[config.mk]
export PLATFORM = sky130hd
export DESIGN_NAME = lbrp_top
export DESIGN_NICKNAME = d
export VERILOG_FILES = /design/src/inc/lbrp_pkg.sv /design/src/inc/lbrp_sync_if.sv /design/src/lbrp_top.sv /design/src/lbrp_sync.sv /design/src/lbrp_strap.sv
export VERILOG_INCLUDE_DIRS = /design/src /design/src/inc
export SDC_FILE = /design/constraint.sdc
export NUM_CORES = 1
export LEC_CHECK = 0
export BUFFER_PORTS_ARGS = -buffer_cell sky130_fd_sc_hd__buf_4
export CAP_MARGIN = 25
export CORE_UTILIZATION = 49
export CTS_CLUSTER_DIAMETER = 80
export CTS_CLUSTER_SIZE = 12
export DETAILED_ROUTE_END_ITERATION = 16
export GPL_ROUTABILITY_DRIVEN = 0
export PLACE_DENSITY_LB_ADDON = 0.25
export SLEW_MARGIN = 20
export SYNTH_ARGS = -nofsm -noshare
export SYNTH_HDL_FRONTEND = slang
export SYNTH_HIERARCHICAL = 1
export SYNTH_SLANG_ARGS = --single-unit
[constraint.sdc]
create_clock -name clk -period 2.2 [get_ports clk]
set_clock_uncertainty 0.15 [all_clocks]
set_input_delay 0.22 -clock clk [delete_from_list [all_inputs] [get_ports clk]]
set_output_delay 0.22 -clock clk [all_outputs]
set_load 0.05 [all_outputs]
[src/inc/lbrp_consts.svh]
// Constants for the local bus and request pin front end
`ifndef LBRP_CONSTS_SVH
`define LBRP_CONSTS_SVH
`define LBRP_NMI_TYPE        8'h02
`define LBRP_STRAP_DELAY     3'h4
`define LBRP_AW              20
`define LBRP_ORIGIN_BIT      3
`define LBRP_ADDR_HI_LSB     16
`define LBRP_ADDR_MID_LSB    8
`define LBRP_ZERO_STATUS     3'h0
`endif

[src/inc/lbrp_pkg.sv]
// Types for the local bus and request pin front end
package lbrp_pkg;
	typedef enum logic [5:0] {
		LBRP_IDLE  = 6'h01,
		LBRP_ADDR  = 6'h02,
		LBRP_SECND = 6'h04,
		LBRP_THIRD = 6'h08,
		LBRP_WAIT  = 6'h10,
		LBRP_FINAL = 6'h20
	} lbrp_phase_t;
endpackage

[src/inc/lbrp_sync_if.sv]
// Interface carrying raw request pins into the synchroniser and levels back
`timescale 1ns/100ps
interface lbrp_sync_if;
	logic [6:0] raw;
	logic [6:0] synced;
	modport sync (input raw, output synced);
	modport user (output raw, input synced);
endinterface

[src/lbrp_top.sv]
// Local bus cycle sequencer and request pin front end
// Functional notes
// - DMA requests are level sensitive and pass a synchroniser first.
// - Non-maskable interrupt raises an interrupt of type two.
// - Rising edge of NMI synchronised, latched, served at instruction boundary.
// - No control input can mask the non-maskable interrupt.
// - Maskable request inputs are active high and synchronised.
// - Pins two and three can become active-low acknowledge outputs.
// - Each maskable input is edge or level triggered, individually.
// - Address phase drives top four address bits on upper pins.
// - Later phases drive origin status low for CPU, high for DMA.
// - Later phases hold the other three status pins low.
// - Upper and address-only outputs float in hold and reset.
// - Address-only outputs hold valid address through all phases.
// - Low pins carry address in first phase, data afterwards.
// - Multiplexed pins float during hold or reset.
// - Compatible mode keeps refresh indicator high.
// - Enhanced mode drives refresh indicator low for refresh cycles.
// - Refresh indicator floats during hold and reset in both modes.
`timescale 1ns/100ps
`include "lbrp_consts.svh"
module lbrp_top (
	input  wire logic        clk,
	input  wire logic        arst_n,
	input  wire logic        mode_strap,
	input  wire logic        bus_hold,
	input  wire logic        cyc_start,
	input  wire logic [19:0] cyc_addr,
	input  wire logic        cyc_write,
	input  wire logic [7:0]  cyc_wdata,
	input  wire logic        cyc_dma,
	input  wire logic        cyc_refresh,
	input  wire logic        cyc_ready,
	input  wire logic        dma_req_ch0,
	input  wire logic        dma_req_ch1,
	input  wire logic        nmi_pin,
	input  wire logic        mask_req_0,
	input  wire logic        mask_req_1,
	input  wire logic        mask_req_2,
	input  wire logic        mask_req_3,
	input  wire logic [3:0]  trig_level,
	input  wire logic [1:0]  ack_out_en,
	input  wire logic        slave_mode,
	input  wire logic [3:0]  mask_clr,
	input  wire logic        nmi_clr,
	input  wire logic        instr_boundary,
	input  wire logic [1:0]  ack_pulse,
	input  wire logic [7:0]  ad_in,
	output logic [3:0]       addr_top_o,
	output logic             addr_top_oe,
	output logic [7:0]       addr_mid_o,
	output logic             addr_mid_oe,
	output logic [7:0]       ad_o,
	output logic             ad_oe,
	output logic             refresh_cycle_n,
	output logic             refresh_oe,
	output logic             ack_out_0_n,
	output logic             ack_out_1_n,
	output logic [1:0]       ack_oe,
	output logic [1:0]       dma_req_sync,
	output logic [3:0]       mask_pend,
	output logic             nmi_take,
	output logic [7:0]       nmi_type,
	output logic [7:0]       rd_data,
	output logic             rd_valid,
	output logic             enhanced_mode,
	output logic             cyc_busy
);
	lbrp_pkg::lbrp_phase_t phase_ff;
	lbrp_pkg::lbrp_phase_t nxt_phase;
	logic [19:0] addr_ff;
	logic [7:0]  wdata_ff;
	logic        write_ff;
	logic        dma_ff;
	logic        refresh_ff;
	logic        float_now;
	logic        enhanced;
	logic [6:0]  sync_lvl;
	logic [3:0]  mask_prev_ff;
	logic [3:0]  mask_pend_ff;
	logic        nmi_prev_ff;
	logic        nmi_pend_ff;
	logic        nmi_take_ff;
	logic [7:0]  nmi_type_ff;
	logic [3:0]  addr_top_ff;
	logic        addr_top_oe_ff;
	logic [7:0]  addr_mid_ff;
	logic        addr_mid_oe_ff;
	logic [7:0]  ad_ff;
	logic        ad_oe_ff;
	logic        rcyc_n_ff;
	logic        rcyc_oe_ff;
	logic [1:0]  ack_n_ff;
	logic [1:0]  ack_oe_ff;
	logic [1:0]  dma_ff2;
	logic [7:0]  rd_data_ff;
	logic        rd_valid_ff;
	logic        busy_ff;
	logic [3:0]  mask_raw;
	logic [3:0]  is_input;

	lbrp_sync_if sif ();

	assign sif.raw  = {nmi_pin, mask_req_3, mask_req_2, mask_req_1, mask_req_0,
	                   dma_req_ch1, dma_req_ch0};
	assign sync_lvl = sif.synced;

	lbrp_sync u_sync (
		.clk    (clk),
		.arst_n (arst_n),
		.sif    (sif)
	);

	lbrp_strap u_strap (
		.clk        (clk),
		.arst_n     (arst_n),
		.mode_strap (mode_strap),
		.enhanced   (enhanced)
	);

	// Reset floats the pins through the flop resets; hold floats them here
	assign float_now = bus_hold;
	assign mask_raw  = sync_lvl[5:2];
	assign is_input  = {~ack_out_en[1], ~ack_out_en[0], 2'b11};

	always_comb begin
		nxt_phase = phase_ff;
		unique case (phase_ff)
			lbrp_pkg::LBRP_IDLE: begin
				if (cyc_start && !bus_hold)
					nxt_phase = lbrp_pkg::LBRP_ADDR;
			end
			lbrp_pkg::LBRP_ADDR:  nxt_phase = lbrp_pkg::LBRP_SECND;
			lbrp_pkg::LBRP_SECND: nxt_phase = lbrp_pkg::LBRP_THIRD;
			lbrp_pkg::LBRP_THIRD,
			lbrp_pkg::LBRP_WAIT: begin
				nxt_phase = cyc_ready ? lbrp_pkg::LBRP_FINAL : lbrp_pkg::LBRP_WAIT;
			end
			lbrp_pkg::LBRP_FINAL: nxt_phase = lbrp_pkg::LBRP_IDLE;
		endcase
	end

	always_ff @(posedge clk or negedge arst_n) begin
		if (!arst_n)
			phase_ff <= lbrp_pkg::LBRP_IDLE;
		else
			phase_ff <= nxt_phase;
	end

	// Cycle attributes are frozen at start so pins stay stable all cycle
	always_ff @(posedge clk or negedge arst_n) begin
		if (!arst_n) begin
			addr_ff    <= 20'h00000;
			wdata_ff   <= 8'h00;
			write_ff   <= 1'b0;
			dma_ff     <= 1'b0;
			refresh_ff <= 1'b0;
		end else if (phase_ff == lbrp_pkg::LBRP_IDLE && cyc_start && !bus_hold) begin
			addr_ff    <= cyc_addr;
			wdata_ff   <= cyc_wdata;
			write_ff   <= cyc_write;
			dma_ff     <= cyc_dma;
			refresh_ff <= cyc_refresh;
		end
	end

	always_ff @(posedge clk or negedge arst_n) begin
		if (!arst_n)
			busy_ff <= 1'b0;
		else
			busy_ff <= (nxt_phase != lbrp_pkg::LBRP_IDLE);
	end

	// Upper address/status pins, registered from the next phase so they change with it
	always_ff @(posedge clk or negedge arst_n) begin
		if (!arst_n) begin
			addr_top_ff    <= 4'h0;
			addr_top_oe_ff <= 1'b0;
		end else begin
			addr_top_oe_ff <= !float_now && nxt_phase != lbrp_pkg::LBRP_IDLE;
			if (nxt_phase == lbrp_pkg::LBRP_ADDR) begin
				addr_top_ff <= cyc_addr[`LBRP_AW-1:`LBRP_ADDR_HI_LSB];
			end else begin
				addr_top_ff <= {dma_ff, `LBRP_ZERO_STATUS};
			end
		end
	end

	always_ff @(posedge clk or negedge arst_n) begin
		if (!arst_n) begin
			addr_mid_ff    <= 8'h00;
			addr_mid_oe_ff <= 1'b0;
		end else begin
			addr_mid_oe_ff <= !float_now && nxt_phase != lbrp_pkg::LBRP_IDLE;
			if (nxt_phase == lbrp_pkg::LBRP_ADDR)
				addr_mid_ff <= cyc_addr[`LBRP_ADDR_HI_LSB-1:`LBRP_ADDR_MID_LSB];
		end
	end

	always_ff @(posedge clk or negedge arst_n) begin
		if (!arst_n) begin
			ad_ff    <= 8'h00;
			ad_oe_ff <= 1'b0;
		end else if (float_now || nxt_phase == lbrp_pkg::LBRP_IDLE) begin
			ad_oe_ff <= 1'b0;
		end else if (nxt_phase == lbrp_pkg::LBRP_ADDR) begin
			ad_ff    <= cyc_addr[`LBRP_ADDR_MID_LSB-1:0];
			ad_oe_ff <= 1'b1;
		end else begin
			// Reads leave the pins released so the far side can drive them
			ad_ff    <= wdata_ff;
			ad_oe_ff <= write_ff;
		end
	end

	// Read data captured at the final phase
	always_ff @(posedge clk or negedge arst_n) begin
		if (!arst_n) begin
			rd_data_ff  <= 8'h00;
			rd_valid_ff <= 1'b0;
		end else begin
			rd_valid_ff <= phase_ff == lbrp_pkg::LBRP_FINAL && !write_ff;
			if (phase_ff == lbrp_pkg::LBRP_FINAL && !write_ff)
				rd_data_ff <= ad_in;
		end
	end

	always_ff @(posedge clk or negedge arst_n) begin
		if (!arst_n) begin
			rcyc_n_ff  <= 1'b1;
			rcyc_oe_ff <= 1'b0;
		end else begin
			rcyc_oe_ff <= !float_now;
			if (!enhanced) begin
				rcyc_n_ff <= 1'b1;
			end else begin
				rcyc_n_ff <= !(nxt_phase != lbrp_pkg::LBRP_IDLE &&
				             (nxt_phase == lbrp_pkg::LBRP_ADDR ? cyc_refresh : refresh_ff));
			end
		end
	end

	always_ff @(posedge clk or negedge arst_n) begin
		if (!arst_n)
			dma_ff2 <= 2'h0;
		else
			dma_ff2 <= sync_lvl[1:0];
	end

	// Maskable requests; set wins over clear so no edge is lost
	always_ff @(posedge clk or negedge arst_n) begin
		if (!arst_n) begin
			mask_prev_ff <= 4'h0;
			mask_pend_ff <= 4'h0;
		end else begin
			mask_prev_ff <= mask_raw;
			for (int i = 0; i < 4; i++) begin
				if (slave_mode || !is_input[i])
					mask_pend_ff[i] <= 1'b0;
				else if (trig_level[i])
					mask_pend_ff[i] <= mask_raw[i];
				else if (mask_raw[i] && !mask_prev_ff[i])
					mask_pend_ff[i] <= 1'b1;
				else if (mask_clr[i])
					mask_pend_ff[i] <= 1'b0;
			end
		end
	end

	always_ff @(posedge clk or negedge arst_n) begin
		if (!arst_n) begin
			ack_n_ff  <= 2'b11;
			ack_oe_ff <= 2'b00;
		end else begin
			ack_oe_ff <= ack_out_en & {2{!slave_mode}};
			ack_n_ff  <= ~(ack_pulse & ack_out_en);
		end
	end

	always_ff @(posedge clk or negedge arst_n) begin
		if (!arst_n) begin
			nmi_prev_ff <= 1'b0;
			nmi_pend_ff <= 1'b0;
			nmi_take_ff <= 1'b0;
		end else begin
			nmi_prev_ff <= sync_lvl[6];
			if (sync_lvl[6] && !nmi_prev_ff)
				nmi_pend_ff <= 1'b1;
			else if (nmi_clr || (nmi_pend_ff && instr_boundary))
				nmi_pend_ff <= 1'b0;
			nmi_take_ff <= nmi_pend_ff && instr_boundary;
		end
	end

	always_ff @(posedge clk or negedge arst_n) begin
		if (!arst_n)
			nmi_type_ff <= `LBRP_NMI_TYPE;
		else
			nmi_type_ff <= `LBRP_NMI_TYPE;
	end

	assign addr_top_o      = addr_top_ff;
	assign addr_top_oe     = addr_top_oe_ff;
	assign addr_mid_o      = addr_mid_ff;
	assign addr_mid_oe     = addr_mid_oe_ff;
	assign ad_o            = ad_ff;
	assign ad_oe           = ad_oe_ff;
	assign refresh_cycle_n = rcyc_n_ff;
	assign refresh_oe      = rcyc_oe_ff;
	assign ack_out_0_n     = ack_n_ff[0];
	assign ack_out_1_n     = ack_n_ff[1];
	assign ack_oe          = ack_oe_ff;
	assign dma_req_sync    = dma_ff2;
	assign mask_pend       = mask_pend_ff;
	assign nmi_take        = nmi_take_ff;
	assign nmi_type        = nmi_type_ff;
	assign rd_data         = rd_data_ff;
	assign rd_valid        = rd_valid_ff;
	assign enhanced_mode   = enhanced;
	assign cyc_busy        = busy_ff;
endmodule

[src/lbrp_sync.sv]
// Two-flop synchronisers for every request input
`timescale 1ns/100ps
module lbrp_sync (
	input  wire logic clk,
	input  wire logic arst_n,
	lbrp_sync_if.sync sif
);
	logic [6:0] meta_ff;
	logic [6:0] sync_ff;

	genvar gi;
	generate
		for (gi = 0; gi < 7; gi++) begin : g_bit
			always_ff @(posedge clk or negedge arst_n) begin
				if (!arst_n) begin
					meta_ff[gi] <= 1'b0;
					sync_ff[gi] <= 1'b0;
				end else begin
					meta_ff[gi] <= sif.raw[gi];
					sync_ff[gi] <= meta_ff[gi];
				end
			end
		end
	endgenerate

	assign sif.synced = sync_ff;
endmodule

[src/lbrp_strap.sv]
// Mode strap capture: high at reset release, low four clocks later
`timescale 1ns/100ps
`include "lbrp_consts.svh"
module lbrp_strap (
	input  wire logic clk,
	input  wire logic arst_n,
	input  wire logic mode_strap,
	output logic      enhanced
);
	logic [2:0] cnt_ff;
	logic       first_ff;
	logic       done_ff;
	logic       enh_ff;

	always_ff @(posedge clk or negedge arst_n) begin
		if (!arst_n) begin
			cnt_ff   <= 3'h0;
			first_ff <= 1'b0;
			done_ff  <= 1'b0;
			enh_ff   <= 1'b0;
		end else if (!done_ff) begin
			if (cnt_ff == 3'h0)
				first_ff <= mode_strap;
			if (cnt_ff == `LBRP_STRAP_DELAY) begin
				enh_ff  <= first_ff & ~mode_strap;
				done_ff <= 1'b1;
			end
			cnt_ff <= cnt_ff + 3'h1;
		end
	end

	assign enhanced = enh_ff;
endmodule

==> results.json, run 1 <==
{
  "clkSinkCount": 88,
  "hold_depth": 2,
  "antenna_found_initial": 0,
  "end_kind": "flip-flop",
  "ys_warn_count": 6,
  "tightest_slew_ns": 0.5883,
  "p_per_area_nw_per_um2": 1220,
  "maxCapViolations": 0,
  "initial_core_util_pct": 50.92,
  "cp.arrival_ns": 2.23,
  "synth_ff_type": "dfrtp_1",
  "status": "completed",
  "wl_um": 7330,
  "period_share_pct": 94.81,
  "drtPass1Iterations": 4,
  "cts_tree": "yes",
  "synthArstFlopShare_pct": 100.0,
  "die_h_um": 86.03,
  "clk_path_buf_depth": 2,
  "syn_inst": 260,
  "finalSetupTns_ns": 0,
  "whs_endpoint": "ad_o[2]$_DFFE_PN0P_",
  "drc": 0,
  "diodes": 0,
  "layout_common_cells": "buf_4, dfrtp_1, dlygate4sd3_1",
  "grt_setup_unrepaired": "no",
  "path_clk_slew_ns": 0.09,
  "nets": 511,
  "r2r-end": "ad_o[4]$_DFFE_PN0P_",
  "worstReg2RegStart": "phase_ff[4]$_DFF_PN0_",
  "grt_max_degree": 37,
  "cts_root_buffer": "clkbuf_8",
  "hp-class": "in -> reg",
  "post-route-util_pct": 76.72,
  "cp_max_fo": 8,
  "hold_start": "cyc_addr[2]",
  "final-setup-viol-count": 0,
  "period_needed_ns": 2.086,
  "syn_area_um2": 3460,
  "ir_drop_mv": 1.003,
  "start_kind": "flip-flop",
  "clk_latency_ns": 0.35,
  "worst-setup-path-type": "reg -> reg",
  "ys_seq_area_share_pct": 63.80,
  "port_buffers": 113,
  "synth_cell_types": 50,
  "yosysTopAreaCellShare_pct": 60.76,
  "max_slew_margin_pct": 60.78,
  "crit_start": "phase_ff[4]$_DFF_PN0_",
  "viasPerCell": 4.700,
  "post_drt_wl_per_cell_um": 13.50,
  "drt_iter0_drc": 82,
  "mostFrequentLayoutCell": "buf_4",
  "coreArea_um2": 6794,
  "ys_seq_elements": 88,
  "cts_resized": 0,
  "vias": 2552,
  "pin_count": 122,
  "hold_violations": 0,
  "postRouteAntennaNets": 0,
  "track_usage_pct": 21.19,
  "area_growth_pct": 50.67,
  "grt_first_pass_wirelength_um": 11950,
  "dpl.hpwl_um": 4759,
  "row_count": 30,
  "synth_largest_area_cell": "dfrtp_1",
  "numCtsBuffers": 9,
  "drive_gt1_share_pct": 40.04,
  "slew_viol_final": 0,
  "yosys-top-cells-area": "dfrtp_1, nand2_1, mux2_4, dfstp_2, mux2_2",
  "die_w_um": 86.03,
  "die_area_um2": 7400,
  "grt-ovfl-total": 0,
  "synth_area_per_cell_um2": 13.31,
  "cts_max_level": 3,
  "r2r_cells": 5,
  "synth_edf_count": 0,
  "rrSetupSlack_ns": 0.11,
  "first_global_vias": 2637,
  "cp.required_ns": 2.34,
  "fmax_mhz": 479.4,
  "leakage_nw": 2.518
}
[power breakdown]
| group | leakage (nW) | switching (mW) | total [mW] | internal, mW |
|---|---|---|---|---|
| clock network | 0.0993 | 0.528 | 1.08 | 0.554 |
| logic | 1.36 | 1.77 | 2.92 | 1.15 |
| registers | 1.06 | 0.306 | 2.36 | 2.06 |
| total | 2.52 | 2.61 | 6.36 | 3.76 |
[flip-flops by register name, summed over array words and instances (netlist names), 2 cells and up]
| name | cells |
|---|---|
| ack_n_ff | 2 |
| ack_oe | 2 |
| ad_o | 8 |
| addr_mid_o | 8 |
| addr_top_o | 4 |
| dma_req_sync | 2 |
| mask_pend | 4 |
| mask_prev_ff | 4 |
| phase_ff | 6 |
| rd_data | 8 |
| u_strap/cnt_ff | 3 |
| u_sync/meta_ff | 7 |
| u_sync/sif.synced | 7 |
| wdata_ff | 8 |
[stage by stage]
| step | cell area [um^2] | hold slack (ns) | power [mW] | setup slack (ns) | instances |
|---|---|---|---|---|---|
| after floorplan | 3482 | -0.2256 | 4.421 | 0.2620 | 266 |
| after global placement | 4394 | 0.05195 | 5.131 | 0.1967 | 465 |
| after detailed placement | 4394 | 0.05139 | 5.200 | 0.1491 | 465 |
| after CTS | 5202 | 0.001460 | 6.386 | 0.1369 | 542 |
| after global routing | 5213 | 0.003263 | 6.704 | 0.01613 | 543 |
| final | 5213 | 0.01636 | 6.361 | 0.1143 | 543 |
[logic make-up (layout without fill, tap and decap cells)]
family          Yosys count  in the layout  share of synthesized area, %
compound gates           32             32                         8.174
mux                      24             24                         8.680
xor+xnor                  3              3                        0.7596
other cells               2              8                        0.2171
flops                    88             88                         63.80
simple gates             83             83                         12.80
buf+inv                  26            207                         4.846
fa+ha+maj                 2              2                        0.7232
[worst max-delay path by stage]
stage / slack (ns) / depth (start not counted) / endpoint
final: 0.11 / 5 / ad_o[4]$_DFFE_PN0P_
after global routing: 0.02 / 5 / ad_o[0]$_DFFE_PN0P_
after CTS: 0.14 / 6 / addr_mid_o[5]$_DFFE_PN0P_
after detailed placement: 0.15 / 5 / ad_o[1]$_DFFE_PN0P_
after global placement: 0.20 / 5 / ad_o[2]$_DFFE_PN0P_
after floorplan: 0.26 / 8 / addr_mid_o[0]$_DFFE_PN0P_
[synth_stat cells (3+ instances only)]
library cell,count
dfrtp_1,84
or2_2,8
inv_1,8
nand3_1,3
o221a_2,6
buf_6,4
nor2_1,13
mux2_2,9
buf_4,10
nand2b_1,5
o21ai_0,6
dfstp_2,4
a21oi_1,3
nand2_1,34
nor2b_1,5
mux2_1,7
mux2_4,8
and2_1,4
[layout make-up]
class | count | area [um^2]
multi-input combinational | 152 | 1107
clock inverter | 5 | 56.30
tap | 96 | 120.1
fill | 414 | 1582
inverter | 9 | 33.78
sequential | 88 | 2207
timing repair buffer | 182 | 1546
clock buffer | 11 | 141.4
[worst max-delay path: stages, from the launching register on]
cell     delay [ns]
dfrtp_1        0.49
xor2_1         0.21
o21ai_1        0.29
o21ai_0        0.16
a32oi_2        0.45
o221a_2        0.28
[routing by layer]
| layer | GRT usage, % | routed length [um] | part of all wire [%] |
|---|---|---|---|
| met1 | 26.98 | 3186 | 43 |
| met2 | 35.43 | 3657 | 50 |
| met3 | 4.524 | 371 | 5.1 |
| met4 | 8.636 | 115 | 1.6 |
| met5 | 0 | 0 | 0 |
[repair_timing]
action / in CTS / in global routing
hold buffers: 61 / 1
hold endpoints to repair: 89 / 1
buffers inserted: 0 / 0
setup endpoints to repair: 0 / 0
Power figures use the tool's default switching activity.
==> run 2: changes to the inputs <==
--- a/config.mk
+++ b/config.mk
@@ -14,6 +14,7 @@
 export DETAILED_ROUTE_END_ITERATION = 16
 export GPL_ROUTABILITY_DRIVEN = 0
 export PLACE_DENSITY_LB_ADDON = 0.25
+export RECOVER_POWER = 100
 export SLEW_MARGIN = 20
 export SYNTH_ARGS = -nofsm -noshare
 export SYNTH_HDL_FRONTEND = slang
==> run 2 against run 1 <==
Effect of this change: die area unchanged; sequential power about the same; total power down 5.2%; largest cell class unchanged.
==> results.json, run 2 (synthesis gave the netlist of run 1 again) <==
{
  "end_kind": "flip-flop",
  "die_w_um": 86.03,
  "hold_violations": 0,
  "final-setup-viol-count": 0,
  "clk_path_buf_depth": 2,
  "viasPerCell": 4.702,
  "cts_resized": 0,
  "drtPass1Iterations": 4,
  "coreArea_um2": 6794,
  "die_h_um": 86.03,
  "cp.required_ns": 2.33,
  "crit_buf_inv": 0,
  "path_clk_slew_ns": 0.09,
  "die_area_um2": 7400,
  "ir_drop_mv": 0.9508,
  "fin_ws_ns": 0.1259,
  "worst-setup-path-type": "reg -> reg",
  "cp_slowest_stage_delay_ns": 0.49,
  "cts_tree": "yes",
  "clk_latency_ns": 0.35,
  "port_buffers": 113,
  "track_usage_pct": 21.19,
  "hp-class": "in -> reg",
  "area_growth_pct": 43.22,
  "postRouteAntennaNets": 0,
  "period_share_pct": 94.28,
  "post_drt_wl_per_cell_um": 13.44,
  "first_global_vias": 2637,
  "grt_max_degree": 37,
  "dpl.hpwl_um": 4759,
  "period_needed_ns": 2.074,
  "slowest_stage": "dfrtp_1",
  "crit_chain": "xor2_1 -> o21ai_1 -> o21ai_0 -> a32oi_2 -> o221a_1",
  "grt-ovfl-total": 0,
  "cp_max_fo": 8,
  "critical-path-top-delay-family": "compound AO/OA/AOI/OAI gates",
  "clkSinkCount": 88,
  "wl_um": 7298,
  "numCtsBuffers": 9,
  "maxCapViolations": 0,
  "layout_common_cells": "dfrtp_1, dlygate4sd3_1, clkbuf_1",
  "tightest_slew_ns": 0.8477,
  "initial_core_util_pct": 50.92,
  "grt_first_pass_wirelength_um": 11950,
  "vias": 2553,
  "fmax_mhz": 482.1,
  "max_slew_margin_pct": 43.49,
  "cts_max_level": 3,
  "antenna_found_initial": 0,
  "leakage_nw": 2.295,
  "row_count": 30,
  "grt_setup_unrepaired": "no",
  "nets": 511,
  "dpl_worst_slack_ns": 0.1491,
  "cts_post_setup_buffers_inserted": 0,
  "p_per_area_nw_per_um2": 1218,
  "diodes": 0,
  "finalSetupTns_ns": 0,
  "drt_iter0_drc": 103,
  "drive_gt1_share_pct": 26.62,
  "status": "completed",
  "slew_viol_final": 0,
  "start_kind": "flip-flop",
  "pin_count": 122,
  "cts_root_buffer": "clkbuf_8",
  "drc": 0,
  "cp.arrival_ns": 2.20,
  "mostFrequentLayoutCell": "dfrtp_1"
}
-- run 2: cell types whose count changed in the layout (fill, tap and decap cells not counted), sizes merged --
cell	delta
clkbuf	+67
buf	-67
-- run 2: what timing repair did --
item / 4_1_cts / 5_1_grt
hold buffers: 61 / 1
hold endpoints to repair: 89 / 1
endpoints found under the setup margin: 0 / 0
-- run 2: worst paths after layout --
| kind | startpoint | endpoint | slack (ns) | depth (start not counted) |
|---|---|---|---|---|
| setup / recovery | phase_ff[4]$_DFF_PN0_ | ad_o[1]$_DFFE_PN0P_ | 0.13 | 5 |
| min in group asynchronous | arst_n | ack_oe[1]$_DFF_PN0_ | 0.37 | 2 |
| max in group asynchronous | arst_n | ack_n_ff[0]$_DFF_PN1_ | 0.46 | 3 |
| setup reg to reg | phase_ff[4]$_DFF_PN0_ | ad_o[1]$_DFFE_PN0P_ | 0.13 | 5 |
| hold / removal | cyc_addr[2] | ad_o[2]$_DFFE_PN0P_ | 0.02 | 2 |
| hold reg to reg | u_sync/meta_ff[5]$_DFF_PN0_ | u_sync/sif.synced[5]$_DFF_PN0_ | 0.21 | 0 |
-- run 2: final cells by class --
cell class	instances	area, um^2
clock inverters	5	56.30
fillers	505	1839
flip-flops and latches	88	2207
multi-input cells	152	1071
clock buffers	11	141.4
repair buffers	182	1325
well taps	96	120.1
inverters	9	33.78
-- run 2: worst reg2reg max path: stages, from the launching register on --
cell	delay [ns]
dfrtp_1	0.49
xor2_1	0.21
o21ai_1	0.29
o21ai_0	0.16
a32oi_2	0.44
o221a_1	0.27
-- run 2: report_power, final --
group	leakage, nW	switching [mW]	internal [mW]
Sequential	1.06	0.295	2.05
Combinational	1.13	1.77	0.836
Clock	0.0993	0.525	0.554
-- run 2: through the flow --
stage | util [%] | hold slack (ns) | std cells | total power, mW | cell area, um^2
5_1_grt | 72.93 | 0.003263 | 543 | 6.371 | 4955
4_1_cts | 76.57 | 0.001460 | 542 | 6.386 | 5202
6_report | 72.93 | 0.01888 | 543 | 6.033 | 4955
3_3_place_gp | 64.68 | 0.05195 | 465 | 5.131 | 4394
3_5_place_dp | 64.68 | 0.05139 | 465 | 5.200 | 4394
2_1_floorplan | - | -0.2256 | 266 | 4.421 | 3482
-- run 2: routing by layer --
metal  track usage (%)  vias to the layer above  part of all wire [%]
met3             4.524                        8                   5.1
li1                  -                     1228                     -
met5                 0                        -                     0
met1             26.98                     1234                    44
met4             8.636                        0                   1.6
met2             35.43                       83                    49
